$ cat src/ulss_pkg.sv
// shared constants and types for the line status and spare byte block
package ulss_pkg;
  // register byte offsets on the peripheral bus
  localparam logic [7:0] ADDR_RX_BUFFER   = 8'h00;
  localparam logic [7:0] ADDR_LINE_STATUS = 8'h14;
  localparam logic [7:0] ADDR_SPARE       = 8'h1C;
  localparam logic [7:0] ADDR_EVT_STATUS  = 8'h20;
  localparam logic [7:0] ADDR_EVT_MASK    = 8'h24;
  // line status word bit positions
  localparam int LSW_DATA_READY = 0;
  localparam int LSW_OVERRUN    = 1;
  localparam int LSW_PARITY     = 2;
  localparam int LSW_FRAMING    = 3;
  localparam int LSW_BREAK      = 4;
  localparam int LSW_HOLD_EMPTY = 5;
  localparam int LSW_ALL_EMPTY  = 6;
  localparam int LSW_WIDTH      = 7;
  // reset values
  localparam logic [7:0] SPARE_RESET = 8'h00;
  localparam logic [2:0] EVT_RESET   = 3'h0;
  // event status and mask bit positions
  localparam int EVT_DATA  = 0;
  localparam int EVT_LINE  = 1;
  localparam int EVT_TX_HOLD_EMPTY  = 2;
  localparam int EVT_WIDTH = 3;
  // interrupt identification codes
  localparam logic [2:0] INT_ID_LINE = 3'h6;
  localparam logic [2:0] INT_ID_DATA = 3'h4;
  localparam logic [2:0] INT_ID_TX_HOLD_EMPTY = 3'h2;
  localparam logic [2:0] INT_ID_NONE = 3'h1;
  // parity select encodings
  localparam logic [1:0] PAR_ODD  = 2'h0;
  localparam logic [1:0] PAR_EVEN = 2'h1;
  localparam logic [1:0] PAR_ONE  = 2'h2;
  localparam logic [1:0] PAR_ZERO = 2'h3;
  // high samples needed before the receiver re-arms after a framing error
  localparam logic [1:0] RESYNC_HIGH_SAMPLES = 2'h2;
  // receiver states
  typedef enum logic [5:0] {
    RX_IDLE   = 6'h01,
    RX_START  = 6'h02,
    RX_DATA   = 6'h04,
    RX_PARITY = 6'h08,
    RX_STOP   = 6'h10,
    RX_RESYNC = 6'h20
  } ulss_rx_state_t;
endpackage : ulss_pkg

$ cat src/ulss_line_status.sv
// line status word, spare byte, receive buffer and event interrupt on apb
//
// Decided for this implementation: the address map and the APB register port.
`timescale 1ns/1ps
`default_nettype none
module ulss_line_status #(
  parameter int OVERSAMPLE = 16
) (
  input  wire logic        pclk,
  input  wire logic        presetn,
  input  wire logic        psel,
  input  wire logic        penable,
  input  wire logic        pwrite,
  input  wire logic [7:0]  paddr,
  input  wire logic [31:0] pwdata,
  output logic [31:0]      prdata,
  output logic             pready,
  output logic             pslverr,
  input  wire logic        rxd,
  input  wire logic        sample_tick,
  input  wire logic [1:0]  word_len,
  input  wire logic        parity_en,
  input  wire logic [1:0]  parity_select_field,
  input  wire logic        tx_hold_load,
  input  wire logic        tx_hold_to_shift,
  input  wire logic        tx_shift_busy,
  input  wire logic        tx_hold_empty_int_en,
  output logic             tx_hold_empty_irq_req,
  output logic [2:0]       int_id,
  output logic             irq
);
  import ulss_pkg::*;

  logic                 rxd_meta_reg;      // first synchroniser stage
  logic                 rxd_sync_reg;      // usable line level
  logic [31:0]          prdata_reg;        // read data captured in setup
  logic                 data_ready_reg;    // character waiting
  logic                 overrun_reg;       // sticky overrun
  logic                 parity_error_reg;  // sticky parity error
  logic                 framing_error_reg; // sticky framing error
  logic                 break_flag_reg;    // sticky break
  logic                 tx_hold_empty_reg; // holding register empty
  logic                 tx_all_empty_reg;  // holding and shifter empty
  logic [7:0]           rx_buffer_reg;     // last received character
  logic [7:0]           spare_byte_reg;    // software scratch byte
  logic [EVT_WIDTH-1:0] evt_status_reg;    // sticky events
  logic [EVT_WIDTH-1:0] evt_mask_reg;      // event enables
  logic [2:0]           int_id_reg;        // registered identification
  logic [31:0]          line_status_word;
  logic [31:0]          rd_value;
  logic                 addr_hit;
  logic                 apb_setup;
  logic                 apb_access;
  logic                 rd_lsw;
  logic                 rd_rbr;
  logic                 wr_spare;
  logic                 wr_evt_status;
  logic                 wr_evt_mask;
  logic                 rx_done;
  logic [7:0]           rx_data;
  logic                 rx_parity_err;
  logic                 rx_frame_err;
  logic                 rx_break;
  logic                 ev_overrun;
  logic                 ev_parity;
  logic                 ev_framing;
  logic                 line_err_any;
  logic [EVT_WIDTH-1:0] evt_set;

  // the serial pin is asynchronous to pclk
  always_ff @(posedge pclk or negedge presetn) begin
    if (!presetn) begin
      rxd_meta_reg <= 1'b1;
      rxd_sync_reg <= 1'b1;
    end else begin
      rxd_meta_reg <= rxd;
      rxd_sync_reg <= rxd_meta_reg;
    end
  end

  // receiver proper
  ulss_rx_core #(.OVERSAMPLE(OVERSAMPLE)) u_rx (
    .pclk                (pclk),
    .presetn             (presetn),
    .sample_tick         (sample_tick),
    .rxd                 (rxd_sync_reg),
    .word_len            (word_len),
    .parity_en           (parity_en),
    .parity_select_field (parity_select_field),
    .rx_done             (rx_done),
    .rx_data             (rx_data),
    .rx_parity_err       (rx_parity_err),
    .rx_frame_err        (rx_frame_err),
    .rx_break            (rx_break)
  );

  // bus phase decode; the slave never waits
  assign apb_setup     = psel && !penable;
  assign apb_access    = psel && penable;
  assign pready        = 1'b1;
  assign pslverr       = apb_access && !addr_hit;
  assign prdata        = prdata_reg;
  assign rd_lsw        = apb_access && !pwrite && (paddr == ADDR_LINE_STATUS);
  assign rd_rbr        = apb_access && !pwrite && (paddr == ADDR_RX_BUFFER);
  assign wr_spare      = apb_access && pwrite && (paddr == ADDR_SPARE);
  assign wr_evt_status = apb_access && pwrite && (paddr == ADDR_EVT_STATUS);
  assign wr_evt_mask   = apb_access && pwrite && (paddr == ADDR_EVT_MASK);

  // status word, upper bits tied low
  assign line_status_word = {25'h0000000, tx_all_empty_reg, tx_hold_empty_reg, break_flag_reg,
                             framing_error_reg, parity_error_reg, overrun_reg, data_ready_reg};

  // read mux and address decode
  always_comb begin
    rd_value = 32'h00000000;
    addr_hit = 1'b1;
    unique case (paddr)
      ADDR_RX_BUFFER:   rd_value = {24'h000000, rx_buffer_reg};
      ADDR_LINE_STATUS: rd_value = line_status_word;
      ADDR_SPARE:       rd_value = {24'h000000, spare_byte_reg};
      ADDR_EVT_STATUS:  rd_value = {29'h00000000, evt_status_reg};
      ADDR_EVT_MASK:    rd_value = {29'h00000000, evt_mask_reg};
      default:          addr_hit = 1'b0; // unmapped reads zero with error
    endcase
  end

  // read data registered in setup so the access phase sees a stable word
  always_ff @(posedge pclk or negedge presetn) begin
    if (!presetn) prdata_reg <= 32'h00000000;
    else if (apb_setup && !pwrite) prdata_reg <= rd_value;
  end

  // receive buffer and data ready; a new character wins over the buffer read
  always_ff @(posedge pclk or negedge presetn) begin
    if (!presetn) begin
      rx_buffer_reg  <= 8'h00;
      data_ready_reg <= 1'b0;
    end else begin
      if (rx_done) rx_buffer_reg <= rx_data;
      if (rx_done) data_ready_reg <= 1'b1;
      else if (rd_rbr) data_ready_reg <= 1'b0;
    end
  end

  // error events from the receiver
  assign ev_overrun = rx_done && data_ready_reg && !rd_rbr;
  assign ev_parity  = rx_done && rx_parity_err;
  assign ev_framing = rx_done && rx_frame_err;

  // sticky errors: only bits the read actually returned are cleared,
  // so an event landing between setup and access is never lost
  always_ff @(posedge pclk or negedge presetn) begin
    if (!presetn) begin
      overrun_reg       <= 1'b0;
      parity_error_reg  <= 1'b0;
      framing_error_reg <= 1'b0;
      break_flag_reg    <= 1'b0;
    end else begin
      overrun_reg       <= (overrun_reg && !(rd_lsw && prdata_reg[LSW_OVERRUN])) || ev_overrun;
      parity_error_reg  <= (parity_error_reg && !(rd_lsw && prdata_reg[LSW_PARITY])) || ev_parity;
      framing_error_reg <= (framing_error_reg && !(rd_lsw && prdata_reg[LSW_FRAMING])) || ev_framing;
      break_flag_reg    <= (break_flag_reg && !(rd_lsw && prdata_reg[LSW_BREAK])) || rx_break;
    end
  end

  // transmitter flags; a load in the same cycle as a move leaves it full
  always_ff @(posedge pclk or negedge presetn) begin
    if (!presetn) begin
      tx_hold_empty_reg <= 1'b1;
      tx_all_empty_reg  <= 1'b1;
    end else begin
      if (tx_hold_load) tx_hold_empty_reg <= 1'b0;
      else if (tx_hold_to_shift) tx_hold_empty_reg <= 1'b1;
      tx_all_empty_reg <= !tx_hold_load && (tx_hold_empty_reg || tx_hold_to_shift) && !tx_shift_busy;
    end
  end
  assign tx_hold_empty_irq_req = tx_hold_empty_reg && tx_hold_empty_int_en;

  // spare byte steers nothing else
  always_ff @(posedge pclk or negedge presetn) begin
    if (!presetn) spare_byte_reg <= SPARE_RESET;
    else if (wr_spare) spare_byte_reg <= pwdata[7:0]; // upper write bits dropped
  end

  // event status, write one to clear, set wins
  assign line_err_any = overrun_reg || parity_error_reg || framing_error_reg || break_flag_reg;
  assign evt_set[EVT_DATA] = rx_done;
  assign evt_set[EVT_LINE] = ev_overrun || ev_parity || ev_framing || rx_break;
  assign evt_set[EVT_TX_HOLD_EMPTY] = tx_hold_to_shift && !tx_hold_load;
  always_ff @(posedge pclk or negedge presetn) begin
    if (!presetn) begin
      evt_status_reg <= EVT_RESET;
      evt_mask_reg   <= EVT_RESET;
    end else begin
      evt_status_reg <= (evt_status_reg & ~({EVT_WIDTH{wr_evt_status}} & pwdata[EVT_WIDTH-1:0])) | evt_set;
      if (wr_evt_mask) evt_mask_reg <= pwdata[EVT_WIDTH-1:0];
    end
  end
  assign irq = |(evt_status_reg & evt_mask_reg);

  // identification, line errors first
  always_ff @(posedge pclk or negedge presetn) begin
    if (!presetn) int_id_reg <= INT_ID_NONE;
    else if (line_err_any) int_id_reg <= INT_ID_LINE;
    else if (data_ready_reg) int_id_reg <= INT_ID_DATA;
    else if (tx_hold_empty_irq_req) int_id_reg <= INT_ID_TX_HOLD_EMPTY;
    else int_id_reg <= INT_ID_NONE;
  end
  assign int_id = int_id_reg;
endmodule : ulss_line_status
`default_nettype wire

$ cat src/ulss_rx_core.sv
// oversampling character receiver with parity, framing and break detection
`timescale 1ns/1ps
`default_nettype none
module ulss_rx_core #(
  parameter int OVERSAMPLE = 16
) (
  input  wire logic       pclk,
  input  wire logic       presetn,
  input  wire logic       sample_tick,
  input  wire logic       rxd,
  input  wire logic [1:0] word_len,
  input  wire logic       parity_en,
  input  wire logic [1:0] parity_select_field,
  output logic            rx_done,
  output logic [7:0]      rx_data,
  output logic            rx_parity_err,
  output logic            rx_frame_err,
  output logic            rx_break
);
  import ulss_pkg::*;
  localparam int CW = $clog2(OVERSAMPLE);
  localparam logic [CW-1:0] MID  = CW'(OVERSAMPLE / 2 - 1);
  localparam logic [CW-1:0] LAST = CW'(OVERSAMPLE - 1);

  ulss_rx_state_t  state_reg;     // receiver sequence
  logic [CW-1:0]   tick_cnt_reg;  // ticks inside current bit
  logic [2:0]      bit_cnt_reg;   // data bits taken
  logic [7:0]      shift_reg;     // lsb first
  logic [1:0]      high_cnt_reg;  // consecutive high samples in resync
  logic [11:0]     low_cnt_reg;   // consecutive low samples
  logic            brk_armed_reg; // one break report per low stretch
  logic            bit_end;
  logic            last_bit;
  logic [7:0]      data_aligned;
  logic            par_bad;
  logic [11:0]     frame_ticks;

  assign bit_end      = sample_tick && (tick_cnt_reg == LAST);
  assign last_bit     = bit_cnt_reg == (3'h4 + {1'b0, word_len});
  assign data_aligned = shift_reg >> (3'h3 - {1'b0, word_len});
  // whole frame: start, data, optional parity, one stop
  assign frame_ticks  = (12'h007 + {10'h000, word_len} + {11'h000, parity_en}) * 12'(OVERSAMPLE);

  // parity check per select field
  always_comb begin
    unique case (parity_select_field)
      PAR_ODD:  par_bad = ~(^data_aligned ^ rxd);
      PAR_EVEN: par_bad = ^data_aligned ^ rxd;
      PAR_ONE:  par_bad = ~rxd;
      PAR_ZERO: par_bad = rxd;
    endcase
  end

  // character sequencer; parity verdict is latched at the parity sample
  logic par_bad_reg;  // parity verdict
  always_ff @(posedge pclk or negedge presetn) begin
    if (!presetn) begin
      state_reg     <= RX_IDLE;
      tick_cnt_reg  <= '0;
      bit_cnt_reg   <= 3'h0;
      shift_reg     <= 8'h00;
      high_cnt_reg  <= 2'h0;
      par_bad_reg   <= 1'b0;
      rx_done       <= 1'b0;
      rx_data       <= 8'h00;
      rx_parity_err <= 1'b0;
      rx_frame_err  <= 1'b0;
    end else begin
      rx_done <= 1'b0;
      unique case (state_reg)
        RX_IDLE: if (sample_tick && !rxd) begin
          state_reg    <= RX_START;
          tick_cnt_reg <= '0;
        end
        // start bit is sampled twice at mid bit
        RX_START: if (sample_tick) begin
          tick_cnt_reg <= tick_cnt_reg + 1'b1;
          if ((tick_cnt_reg == MID || tick_cnt_reg == MID + 1'b1) && rxd) begin
            state_reg <= RX_IDLE; // glitch, not a start
          end else if (tick_cnt_reg == MID + 1'b1) begin
            state_reg    <= RX_DATA;
            tick_cnt_reg <= '0;
            bit_cnt_reg  <= 3'h0;
            par_bad_reg  <= 1'b0;
          end
        end
        RX_DATA: if (sample_tick) begin
          tick_cnt_reg <= tick_cnt_reg + 1'b1;
          if (bit_end) begin
            shift_reg   <= {rxd, shift_reg[7:1]};
            bit_cnt_reg <= bit_cnt_reg + 1'b1;
            if (last_bit) begin
              state_reg <= parity_en ? RX_PARITY : RX_STOP;
            end
          end
        end
        RX_PARITY: if (sample_tick) begin
          tick_cnt_reg <= tick_cnt_reg + 1'b1;
          if (bit_end) begin
            par_bad_reg <= par_bad;
            state_reg   <= RX_STOP;
          end
        end
        RX_STOP: if (sample_tick) begin
          tick_cnt_reg <= tick_cnt_reg + 1'b1;
          if (bit_end) begin
            rx_done       <= 1'b1;
            rx_data       <= data_aligned;
            rx_parity_err <= parity_en && par_bad_reg;
            rx_frame_err  <= !rxd;
            high_cnt_reg  <= 2'h0;
            state_reg     <= rxd ? RX_IDLE : RX_RESYNC;
          end
        end
        // wait for marking line before hunting the next start
        RX_RESYNC: if (sample_tick) begin
          high_cnt_reg <= rxd ? high_cnt_reg + 1'b1 : 2'h0;
          if (rxd && high_cnt_reg == RESYNC_HIGH_SAMPLES - 1'b1) begin
            state_reg <= RX_IDLE;
          end
        end
        default: state_reg <= RX_IDLE;
      endcase
    end
  end

  // break: line low for longer than a whole frame
  always_ff @(posedge pclk or negedge presetn) begin
    if (!presetn) begin
      low_cnt_reg   <= 12'h000;
      brk_armed_reg <= 1'b1;
      rx_break      <= 1'b0;
    end else begin
      rx_break <= sample_tick && !rxd && brk_armed_reg && (low_cnt_reg == frame_ticks);
      if (sample_tick) begin
        if (rxd) begin
          low_cnt_reg   <= 12'h000;
          brk_armed_reg <= 1'b1;
        end else begin
          if (low_cnt_reg != 12'hFFF) low_cnt_reg <= low_cnt_reg + 12'h001;
          if (low_cnt_reg == frame_ticks) brk_armed_reg <= 1'b0;
        end
      end
    end
  end
endmodule : ulss_rx_core
`default_nettype wire

$ cat config.mk
export PLATFORM = sky130hd
export DESIGN_NAME = ulss_line_status
export DESIGN_NICKNAME = d
export VERILOG_FILES = /design/src/ulss_pkg.sv /design/src/ulss_line_status.sv /design/src/ulss_rx_core.sv
export SDC_FILE = /design/constraint.sdc
export NUM_CORES = 1
export LEC_CHECK = 0
export ABC_AREA = 1
export BUFFER_PORTS_ARGS = -buffer_cell sky130_fd_sc_hd__buf_2
export CAP_MARGIN = 20
export CORE_MARGIN = 2
export CORE_UTILIZATION = 35
export DETAILED_ROUTE_END_ITERATION = 16
export PLACE_DENSITY = 0.54
export SKIP_CTS_REPAIR_TIMING = 1
export SLEW_MARGIN = 10
export SYNTH_ARGS = -nofsm -noshare
export SYNTH_HDL_FRONTEND = slang
export SYNTH_SLANG_ARGS = --single-unit
$ cat constraint.sdc
create_clock -name pclk -period 2.2 [get_ports pclk]
set_clock_uncertainty 0.1 [all_clocks]
set_input_delay 0.22 -clock pclk [delete_from_list [all_inputs] [get_ports pclk]]
set_output_delay 0.22 -clock pclk [all_outputs]
set_load 0.01 [all_outputs]
### Yosys cells after proc, flatten, opt, wreduce, memory -nomap -nowiden

Cells that the tools add are included.

* register bits: 115
* bits of input ports: 56
* output and inout bits: 39
* logic and storage cells: 216

* add/subtract/negate cells: 8
* eq/ne operators: 35
* shift-type cells: 1
* muxes and demuxes: 56
* bitwise gates (word level): 8
* reductions and logical operators: 80

Operators by type and width (count)
* $mux W6: 14
* $pmux W8 S5: 1
* $pmux W6 S6: 1
* $logic_and A1 B1 Y1: 34
* $mux W12: 2
* $mux W3: 7
* $mux W4: 5
* $eq A8 B5 Y1 const B: 2
* $eq A8 B6 Y1 const B: 2
* $ne A2 B1 Y1 const B: 8
* $mux W1: 15
* $reduce_bool A2 Y1: 7
* $add A12 B1 Y12 const B: 1
* $eq A12 B12 Y1: 1
* $logic_or A1 B1 Y1: 12
* $ne A12 B12 Y1 const B: 1
* $ne A2 B2 Y1 const B: 6
* $pmux W4 S3: 1
* $reduce_and A12 Y1: 1
* $reduce_and A6 Y1: 2
* $logic_not A1 Y1: 11
* $mux W2: 5
* $and A3 B3 Y3: 3
* $add A8 B1 Y8: 1
* other kinds (37): 45

### Logic depth before layout (Yosys ltp)

Gate-level depths: netlist (run 1).

* depth in word-level cells: 9
* depth in mapped cells: 15
* depth with buffers taken out: 14

### Hierarchy

A second synthesis (run 1) with hierarchy kept.

* cells, all modules: 678
* area total of the unflattened synthesis: 5348.9 um^2

Modules (own cells, without submodules)
* ulss_rx_core: times used 1, cells each 398, area an instance 3100.5 um^2
* ulss_line_status: times used 1, cells each 280, area an instance 2248.4 um^2

### Worst setup path before layout (run 1)

OpenSTA, ideal clock, no wires.

* path kind: input -> register
* start: input word_len[1]
* end: register u_rx.brk_armed_reg
* data arrival time: 1.852 ns
* data required time: 2.014 ns
* path slack: 0.162 ns
* stages on the path: 12
* path buffers: 2
* cells stage by stage: buf_4 > inv_2 > buf_2 > ha_1 > inv_1 > ha_1 > xnor2_1 > nand4_1 > nor4_1 > nand2_1 > o21ai_0 > nand2_1

* word-level cells in the longest chain between the ends: 5

Ends and longest elaborated chain
* from (decl): line ulss_line_status.sv:21 `input wire logic [1:0] word_len,`
* $add A3 B2 Y4: line ulss_rx_core.sv:42 `assign frame_ticks = (12'h007 + {10'h000, word_len} + {11'h000, parity_en}) * 12'(OVERSAMPLE);`
* $add A8 B1 Y8: line ulss_rx_core.sv:42
* $eq A12 B12 Y1: line ulss_rx_core.sv:141 `if (low_cnt_reg == frame_ticks) brk_armed_reg <= 1'b0;`
* $reduce_bool A2 Y1 (no line)
* $reduce_and A2 Y1 (no line)
* to (signal assigned): line ulss_rx_core.sv:131 `brk_armed_reg <= 1'b1;`
* to (signal assigned): line ulss_rx_core.sv:138 `brk_armed_reg <= 1'b1;`
* to (signal assigned): line ulss_rx_core.sv:141
* to (decl): line ulss_rx_core.sv:31 `logic brk_armed_reg;`

No other way between the ends.
A chain may end at the register's enable or synchronous reset.

### Final worst setup path (run 1)

* start: register u_rx.tick_cnt_reg[1]
* end: register u_rx.high_cnt_reg[0]

* word-level cells in the longest chain between the ends: 4

Ends and longest elaborated chain
* from (decl): line ulss_rx_core.sv:26 `logic [CW-1:0] tick_cnt_reg;`
* from (signal assigned): line ulss_rx_core.sv:77 `tick_cnt_reg <= tick_cnt_reg + 1'b1;`
* from (signal assigned): line ulss_rx_core.sv:88 `tick_cnt_reg <= tick_cnt_reg + 1'b1;`
* from (signal assigned): line ulss_rx_core.sv:98 `tick_cnt_reg <= tick_cnt_reg + 1'b1;`
* $eq A4 B4 Y1: line ulss_rx_core.sv:38 `assign bit_end = sample_tick && (tick_cnt_reg == LAST);`
* $logic_and A1 B1 Y1: line ulss_rx_core.sv:38
* $ne A2 B1 Y1 (no line)
* $reduce_and A4 Y1 (no line)
* to (signal assigned): line ulss_rx_core.sv:117 `high_cnt_reg <= rxd ? high_cnt_reg + 1'b1 : 2'h0;`
* to (decl): line ulss_rx_core.sv:29 `logic [1:0] high_cnt_reg;`

No other way between the ends.

==> impl_metrics.ini, run 1 <==
[detailed_routing]
dr.first_iter.drc_count = 215
routed.top_layer = met4
drt-total-wl_um = 11400
viasPerCell = 4.86
met1_length_um = 5430
wl_met3_um = 529
vias = 4393
dr_wl_met2_um = 5120
ant_nets = 0
wire_per_inst_um = 12.6
first_pass_iters = 4
drc = 0

[placement]
dp_hpwl_um = 8610
numPortBuffers = 45
place_congestion = 0.819
placed_cells = 882
dp_slack_ns = 0.0985

[floorplan]
die_w_um = 125
die_h_um = 125
pin_count = 95
die_area_um2 = 15600
initial_core_util = 0.354
rows = 44
design.core.area_um2 = 14400

[synth]
ys_ff_latch = 91
synthAdderAreaFrac = 0.0245
syn_avg_cell_area_um2 = 7.75
synth_mux_area_frac = 0.00857
yosys_warnings = 0
syn-cell-area_um2 = 5110
synth_flop_cell = dfrtp_1
synthSimpleGateAreaFrac = 0.263
yosys.area_share.xor_xnor = 0.0189
async_reset_ff_frac = 1.00
seq_area_frac_synth = 0.447
synth_compound_area_frac = 0.119
syn_inst = 659
synth_top_family_by_area = simple AND/OR/NAND/NOR gates
synth_cell_types = 40
synth_edf_count = 0

[clocking]
cts.sinks = 91
numCtsBuffers = 9
clk_pin_slew_worst_paths_ns = 0.06
clock_latency_ns = 0.34
cts_tree = built
cts_buffer_depth = 2
cts_root_buffer = clkbuf_16
cts_htree_levels = 3

[global_route]
grt_pass1_wl_um = 19300
grt_overflow = 0
grt_pass1_vias = 4131
grt_antenna_before_repair = 0
grt_max_degree = 42
track_usage = 0.150

[critical_path]
cp-start-kind = flop
end_kind = flop
path_cells = ha_1, nand2_1, nor3_2, inv_2, nor2_4, inv_2, o21ai_2, nand4_1, mux2i_1
path_common_cell = inv_2
cp_num_buf_inv = 2
slowest_delay_ns = 0.39
slowest_stage = dfrtp_1
cp_max_fo = 19
critPathKind = flop to flop
critical_path.top_delay_family = simple AND/OR/NAND/NOR gates
r2r_slack_ns = 0.28
cp.arrival_ns = 2.08
cp.required_ns = 2.36

[timing]
max_freq_mhz = 521
maxSlewViolCount = 0
finalHoldViolations = 0
fin_ws_ns = 0.281
rsz0062_at_grt = false
fin_tns_setup_ns = 0
layout_min_cycle_time_ns = 1.92
setup_viol = 0
post-route-period-util = 0.872

[power_and_ir_drop]
powerDensity_nw_per_um2 = 765
fin_total_pwr_mw = 4.45
peakVddDrop_mv = 0.643
power.leakage_nw = 2.94

[cells_and_area]
layout-drive-gt1-share = 0.140
final_cell_mix = 183 x nand2_1, 84 x dfrtp_1, 81 x inv_1
fin_util = 0.404
num_antenna_cells = 0
final_cells = 903
layout.nets = 780
layout_commonest_cell = nand2_1
largest_reg_flops = 12
area_delta_synth_final_pct = 13.9

[job]
cap_violations = 0

[status]
status = finished, final reports clean

[hold_path]
hp-class = primary input to flop
==> synth_stat cells, types with 4 or more instances <==
| library cell | n | area [µm²] |
|---|---|---|
| inv_2 | 5 | 18.8 |
| nor2_1 | 36 | 135 |
| a22oi_1 | 4 | 30.0 |
| o22ai_1 | 7 | 43.8 |
| o21ai_0 | 51 | 255 |
| nand3_1 | 50 | 250 |
| a211oi_1 | 4 | 30.0 |
| a21oi_1 | 23 | 115 |
| buf_4 | 28 | 210 |
| o21ai_1 | 9 | 45.0 |
| xor2_1 | 6 | 52.6 |
| dfrtp_1 | 84 | 2100 |
| xnor2_1 | 5 | 43.8 |
| inv_1 | 81 | 304 |
| ha_1 | 10 | 125 |
| clkbuf_1 | 4 | 15.0 |
| nand4_1 | 14 | 87.6 |
| nor3_1 | 6 | 30.0 |
| nand2_1 | 183 | 687 |
| dfstp_2 | 7 | 184 |
| buf_2 | 4 | 20.0 |
==> worst paths after layout <==
check                      cells after the start                             start                                to
max                                            9  u_rx.tick_cnt_reg[1]$_DFFE_PN0P_  u_rx.high_cnt_reg[0]$_DFFE_PN0P_
min                                            2                         pwdata[3]     spare_byte_reg[3]$_DFFE_PN0P_
max reg2reg                                    9  u_rx.tick_cnt_reg[1]$_DFFE_PN0P_  u_rx.high_cnt_reg[0]$_DFFE_PN0P_
min reg2reg                                    0            rxd_meta_reg$_DFF_PN1_            rxd_sync_reg$_DFF_PN1_
max in group asynchronous                      3                           presetn     u_rx.state_reg[0]$_DFFE_PN1P_
min in group asynchronous                      2                           presetn             prdata[6]$_DFFE_PN0P_
==> logic make-up after synthesis <==
| kind of cell | after synthesis |
|---|---|
| AO/OA/AOI/OAI | 110 |
| XOR/XNOR | 11 |
| adder cells (fa/ha/maj) | 10 |
| buffers and inverters | 125 |
| flip-flops | 91 |
| multiplexers | 4 |
| other | 2 |
| AND/OR/NAND/NOR | 306 |
==> final cells by class <==
class	instances	area, µm²
Fill cell	1516	8600
Timing Repair Buffer	60	365
Clock buffer	11	243
Inverter	86	323
Sequential cell	91	2290
Multi-Input combinational cell	466	2310
Clock inverter	5	60.1
Tap cell	184	230
==> layer usage <==
| layer | global-route usage | vias to the layer above |
|---|---|---|
| met5 | 0 | - |
| met3 | 0.0357 | 23 |
| met2 | 0.239 | 116 |
| met4 | 0.0595 | 0 |
| met1 | 0.198 | 2047 |
| li1 | - | 2207 |
==> report_power, final <==
group | internal, mW | switching (mW)
Combinational | 0.326 | 0.628
Clock | 0.920 | 0.661
Sequential | 1.81 | 0.103
Total | 3.06 | 1.39
==> per-stage QoR <==
| stage | hold WS [ns] | area [µm²] |
|---|---|---|
| final | 0.0117 | 5820 |
| after CTS | -0.260 | 5770 |
| after global routing | 0.00683 | 5820 |
| after global placement | 0.116 | 5470 |
| after detailed placement | 0.120 | 5470 |
| after floorplan | -0.176 | 5200 |
Note: power is estimated with default switching activity, not from simulation.
==> run 2, diff against run 1 <==
--- a/config.mk
+++ b/config.mk
@@ -8,7 +8,6 @@
 export ABC_AREA = 1
 export BUFFER_PORTS_ARGS = -buffer_cell sky130_fd_sc_hd__buf_2
 export CAP_MARGIN = 20
-export CORE_MARGIN = 2
 export CORE_UTILIZATION = 35
 export DETAILED_ROUTE_END_ITERATION = 16
 export PLACE_DENSITY = 0.54
==> run 2 against run 1 <==
Worst hold slack worse by 0.0090 ns. Count of clock-buffer cells in the layout increased by 1. Wire length unchanged. Register-to-register slack worse by 0.02 ns. Sequential share of layout area decreased by 0.16 points. Sequential cell count unchanged. Clock power grew 4%. Combinational power grew 0.4%. Final cell count fell by 0.33%. Maximum frequency down 1.1%. Non-clock buffer count rose by 1. Sequential power about the same. Largest power group unchanged.
==> impl_metrics.ini, run 2 (synthesis gave the netlist of run 1 again) <==
[critical_path]
cp.arrival_ns = 2.08
cp_max_fo = 7
path_cells = nor2_1, nand4_1, nand3_2, nor2_1, nand2_1, nand2_2, nor2_2, xor2_1, nor2_1
critical_path.top_delay_family = simple AND/OR/NAND/NOR gates
reg2reg_depth = 9
path_common_cell = nor2_1
critical_path.endpoint = u_rx.tick_cnt_reg[3]$_DFFE_PN0P_
critPathKind = flop to flop
rr_endpoint = u_rx.tick_cnt_reg[3]$_DFFE_PN0P_
slowest_stage = dfrtp_1
cp-start-kind = flop
worstReg2RegStart = u_rx.state_reg[5]$_DFFE_PN0P_
crit_start = u_rx.state_reg[5]$_DFFE_PN0P_
slowest_delay_ns = 0.40
r2r_slack_ns = 0.26
cp.depth = 9
cp.required_ns = 2.34
cp_num_buf_inv = 0
end_kind = flop

[floorplan]
design.core.area_um2 = 14000
initial_core_util = 0.364
die_w_um = 123
die_h_um = 123
rows = 43
pin_count = 95
die_area_um2 = 15100

[detailed_routing]
viasPerCell = 4.80
first_pass_iters = 4
vias = 4318
dr.first_iter.drc_count = 194
ant_nets = 0
drt-total-wl_um = 11400
drc = 0
wire_per_inst_um = 12.6

[power_and_ir_drop]
p_comb_frac = 0.212
pwr-share-clk = 0.365
powerDensity_nw_per_um2 = 775
seq_power_share = 0.423
p_sw_frac = 0.310
switching_power_mw = 1.40
power.leakage_nw = 2.94
fin_total_pwr_mw = 4.53
peakVddDrop_mv = 0.677
p_int_mw = 3.12

[timing]
rsz0062_at_grt = false
layout_min_cycle_time_ns = 1.94
fin_ws_ns = 0.259
fin_tns_setup_ns = 0
worst_pin_slew_ns = 0.504
setup_viol = 0
hold_ws_ns = 0.00266
maxSlewViolCount = 0
max_freq_mhz = 515
post-route-period-util = 0.882
slew_headroom = 0.664
finalHoldViolations = 0

[global_route]
grt_pass1_wl_um = 19000
track_usage = 0.163
grt_antenna_before_repair = 0
grt_max_degree = 42
grt_overflow = 0
grt_pass1_vias = 4062

[cells_and_area]
largest_reg_flops = 12
layout-drive-gt1-share = 0.142
layout_commonest_cell = nand2_1
fin_util = 0.416
final_cells = 900
nFillCells = 1438
num_antenna_cells = 0
stdcell_area_um2 = 5850
layout.nets = 781
final_cell_mix = 183 x nand2_1, 84 x dfrtp_1, 81 x inv_1
area_delta_synth_final_pct = 14.4

[clocking]
clk_pin_slew_worst_paths_ns = 0.07
cts_tree = built
cts.sinks = 91
cts_buffer_depth = 2
numCtsBuffers = 9
cts_root_buffer = clkbuf_16
cts_htree_levels = 3
clock_latency_ns = 0.35

[placement]
placed_cells = 878
dp_slack_ns = 0.150
numPortBuffers = 45
placed_area_um2 = 5460
dp_hpwl_um = 8570
place_congestion = 0.872

[job]
cap_violations = 0

[status]
status = finished, final reports clean

[hold_path]
hp-class = primary input to flop
-- run 2: cell types whose count changed in the layout (fill, tap and decap cells not counted), sizes merged --
| cell | change |
|---|---|
| clkinv | -2 |
| clkinvlp | +1 |
| dlygate4sd3 | +1 |
| clkbuf | +1 |
-- run 2: power by group through the flow --
stage               sequential (mW)  combinational (mW)  clock (mW)
floorplan                      1.92               0.738           0
global placement               1.94               0.937           0
detailed placement             1.95               0.956           0
CTS                            1.92               0.960        1.71
global route                   1.94                1.10        1.78
finish                         1.92               0.958        1.65
-- run 2: final cells by class --
type	count	area (µm²)	share of cell area
clock buffer	12	267	0.0456
clock inverter	4	55.1	0.00942
inverter	86	323	0.0552
multi-input combinational	466	2310	0.396
sequential	91	2290	0.391
tap	180	225	0.0385
timing repair buffer	61	375	0.0642
-- run 2: worst min-delay path by stage --
stage | cells past startpoint | startpoint | slack, ns | end
2_1_floorplan | 0 | presetn | -0.18 | break_flag_reg$_DFF_PN0_
3_3_place_gp | 1 | presetn | 0.12 | prdata[5]$_DFFE_PN0P_
3_5_place_dp | 1 | presetn | 0.13 | spare_byte_reg[5]$_DFFE_PN0P_
4_1_cts | 1 | presetn | -0.25 | spare_byte_reg[5]$_DFFE_PN0P_
5_1_grt | 2 | pwdata[3] | 0.006 | spare_byte_reg[3]$_DFFE_PN0P_
6_report | 2 | pwdata[3] | 0.003 | spare_byte_reg[3]$_DFFE_PN0P_
-- run 2: per-layer routing --
layer | track usage | share of wire
met2 | 0.269 | 0.46
met4 | 0.0549 | 0.013
met5 | 0 | 0
met1 | 0.209 | 0.49
met3 | 0.0362 | 0.039
==> run 3, diff against run 2 <==
--- a/config.mk
+++ b/config.mk
@@ -11,6 +11,7 @@
 export CORE_UTILIZATION = 35
 export DETAILED_ROUTE_END_ITERATION = 16
 export PLACE_DENSITY = 0.54
+export REMOVE_ABC_BUFFERS = 1
 export SKIP_CTS_REPAIR_TIMING = 1
 export SLEW_MARGIN = 10
 export SYNTH_ARGS = -nofsm -noshare
==> run 3 against run 2 <==
Die area did not move. Maximum frequency barely moved. Clock power fell by 7%. Non-clock buffer count rose by 1. Global-route usage rose by 0.18 points. Utilization fell by 0.17 points. Sequential share of layout area rose by 0.16 points. Combinational power rose by 0.8%. Worst hold slack barely moved. Count of clock-buffer cells in the layout fell by 3. Cell area fell by 0.41%. Highest routed layer unchanged.
==> impl_metrics.ini, run 3 (synthesis gave the netlist of run 1 again) <==
[status]
status = finished, final reports clean

[timing]
rsz0062_at_grt = false
post-route-period-util = 0.882
fin_tns_setup_ns = 0
max_freq_mhz = 515
finalHoldViolations = 0
layout_min_cycle_time_ns = 1.94
setup_viol = 0
maxSlewViolCount = 0

[floorplan]
rows = 43
design.core.area_um2 = 14000
pin_count = 95
die_h_um = 123
initial_core_util = 0.364
die_area_um2 = 15100
die_w_um = 123

[hold_path]
hp-start = pwdata[5]
hp-class = primary input to flop
whs_path_depth = 2

[clocking]
clock_latency_ns = 0.34
cts_tree = built
cts_root_buffer = clkbuf_16
numCtsBuffers = 9
cts.sinks = 91
cts_htree_levels = 3
cts_buffer_depth = 2
clk_pin_slew_worst_paths_ns = 0.07

[cells_and_area]
largest_reg_flops = 12
fin_util = 0.415
nFillCells = 1407
final_cells = 900
stdcell_area_um2 = 5820
area_delta_synth_final_pct = 13.9
layout.nets = 782
layout-drive-gt1-share = 0.143
final_cell_mix = 183 x nand2_1, 84 x dfrtp_1, 81 x inv_1
layout_commonest_cell = nand2_1
num_antenna_cells = 0

[global_route]
grt_pass1_wl_um = 19300
grt_antenna_before_repair = 0
track_usage = 0.165
grt_overflow = 0
grt_max_degree = 33
grt_pass1_vias = 4003

[critical_path]
critPathKind = flop to flop
end_kind = flop
critical_path.top_delay_family = simple AND/OR/NAND/NOR gates
cp_max_fo = 7
crit_start = u_rx.state_reg[4]$_DFFE_PN0P_
reg2reg_depth = 9
slowest_stage = dfrtp_1
cp-start-kind = flop
path_cells = nor2_1, nand4_1, nand3_2, nor2_1, nand2_1, nand2_2, nor2_2, xor2_1, nor2_1
slowest_delay_ns = 0.41
path_common_cell = nor2_1
cp.depth = 9
cp.arrival_ns = 2.08
cp_num_buf_inv = 0
worstReg2RegStart = u_rx.state_reg[4]$_DFFE_PN0P_
r2r_slack_ns = 0.26
cp.required_ns = 2.34

[placement]
placed_cells = 880
dp_hpwl_um = 8780
place_congestion = 0.868
numPortBuffers = 45
placed_area_um2 = 5480

[detailed_routing]
wire_per_inst_um = 12.8
viasPerCell = 4.79
vias = 4314
drc = 0
drt-total-wl_um = 11500
first_pass_iters = 5
dr.first_iter.drc_count = 228
ant_nets = 0

[power_and_ir_drop]
powerDensity_nw_per_um2 = 760
peakVddDrop_mv = 0.569
power.leakage_nw = 2.93

[job]
cap_violations = 0
run 3: through the flow:
step / hold WS, ns / setup WS (ns) / total power [mW]
after floorplan: -0.176 / 0.303 / 2.61
after global placement: 0.0931 / 0.204 / 2.89
after detailed placement: 0.0942 / 0.182 / 2.90
after CTS: -0.283 / 0.267 / 4.48
after global routing: 0.00293 / 0.114 / 4.71
final: 0.00294 / 0.259 / 4.42
run 3: per-layer routing:
layer / vias up / part of all wire / GRT usage
met1: 1974 / 0.49 / 0.225
met2: 117 / 0.44 / 0.257
met5: - / 0 / 0
met3: 18 / 0.048 / 0.0344
met4: 0 / 0.017 / 0.0572
li1: 2205 / - / -
run 3: final cells by class:
class                   count  area [µm²]  share of cell area
inverters                  86         323              0.0554
well taps                 180         225              0.0387
repair buffers             62         380              0.0653
clock buffers               9         225              0.0387
clock inverters             6        67.6              0.0116
flip-flops and latches     91        2290               0.393
multi-input cells         466        2310               0.398
run 3: power breakdown:
group | internal, mW | switching (mW)
Combinational | 0.329 | 0.637
Sequential | 1.81 | 0.100
Clock | 0.876 | 0.666
run 3: final timing paths:
path | end
max reg2reg | u_rx.tick_cnt_reg[3]$_DFFE_PN0P_
max | u_rx.tick_cnt_reg[3]$_DFFE_PN0P_
max in group asynchronous | u_rx.state_reg[0]$_DFFE_PN1P_
min | spare_byte_reg[5]$_DFFE_PN0P_
min reg2reg | rxd_sync_reg$_DFF_PN1_
min in group asynchronous | spare_byte_reg[7]$_DFFE_PN0P_
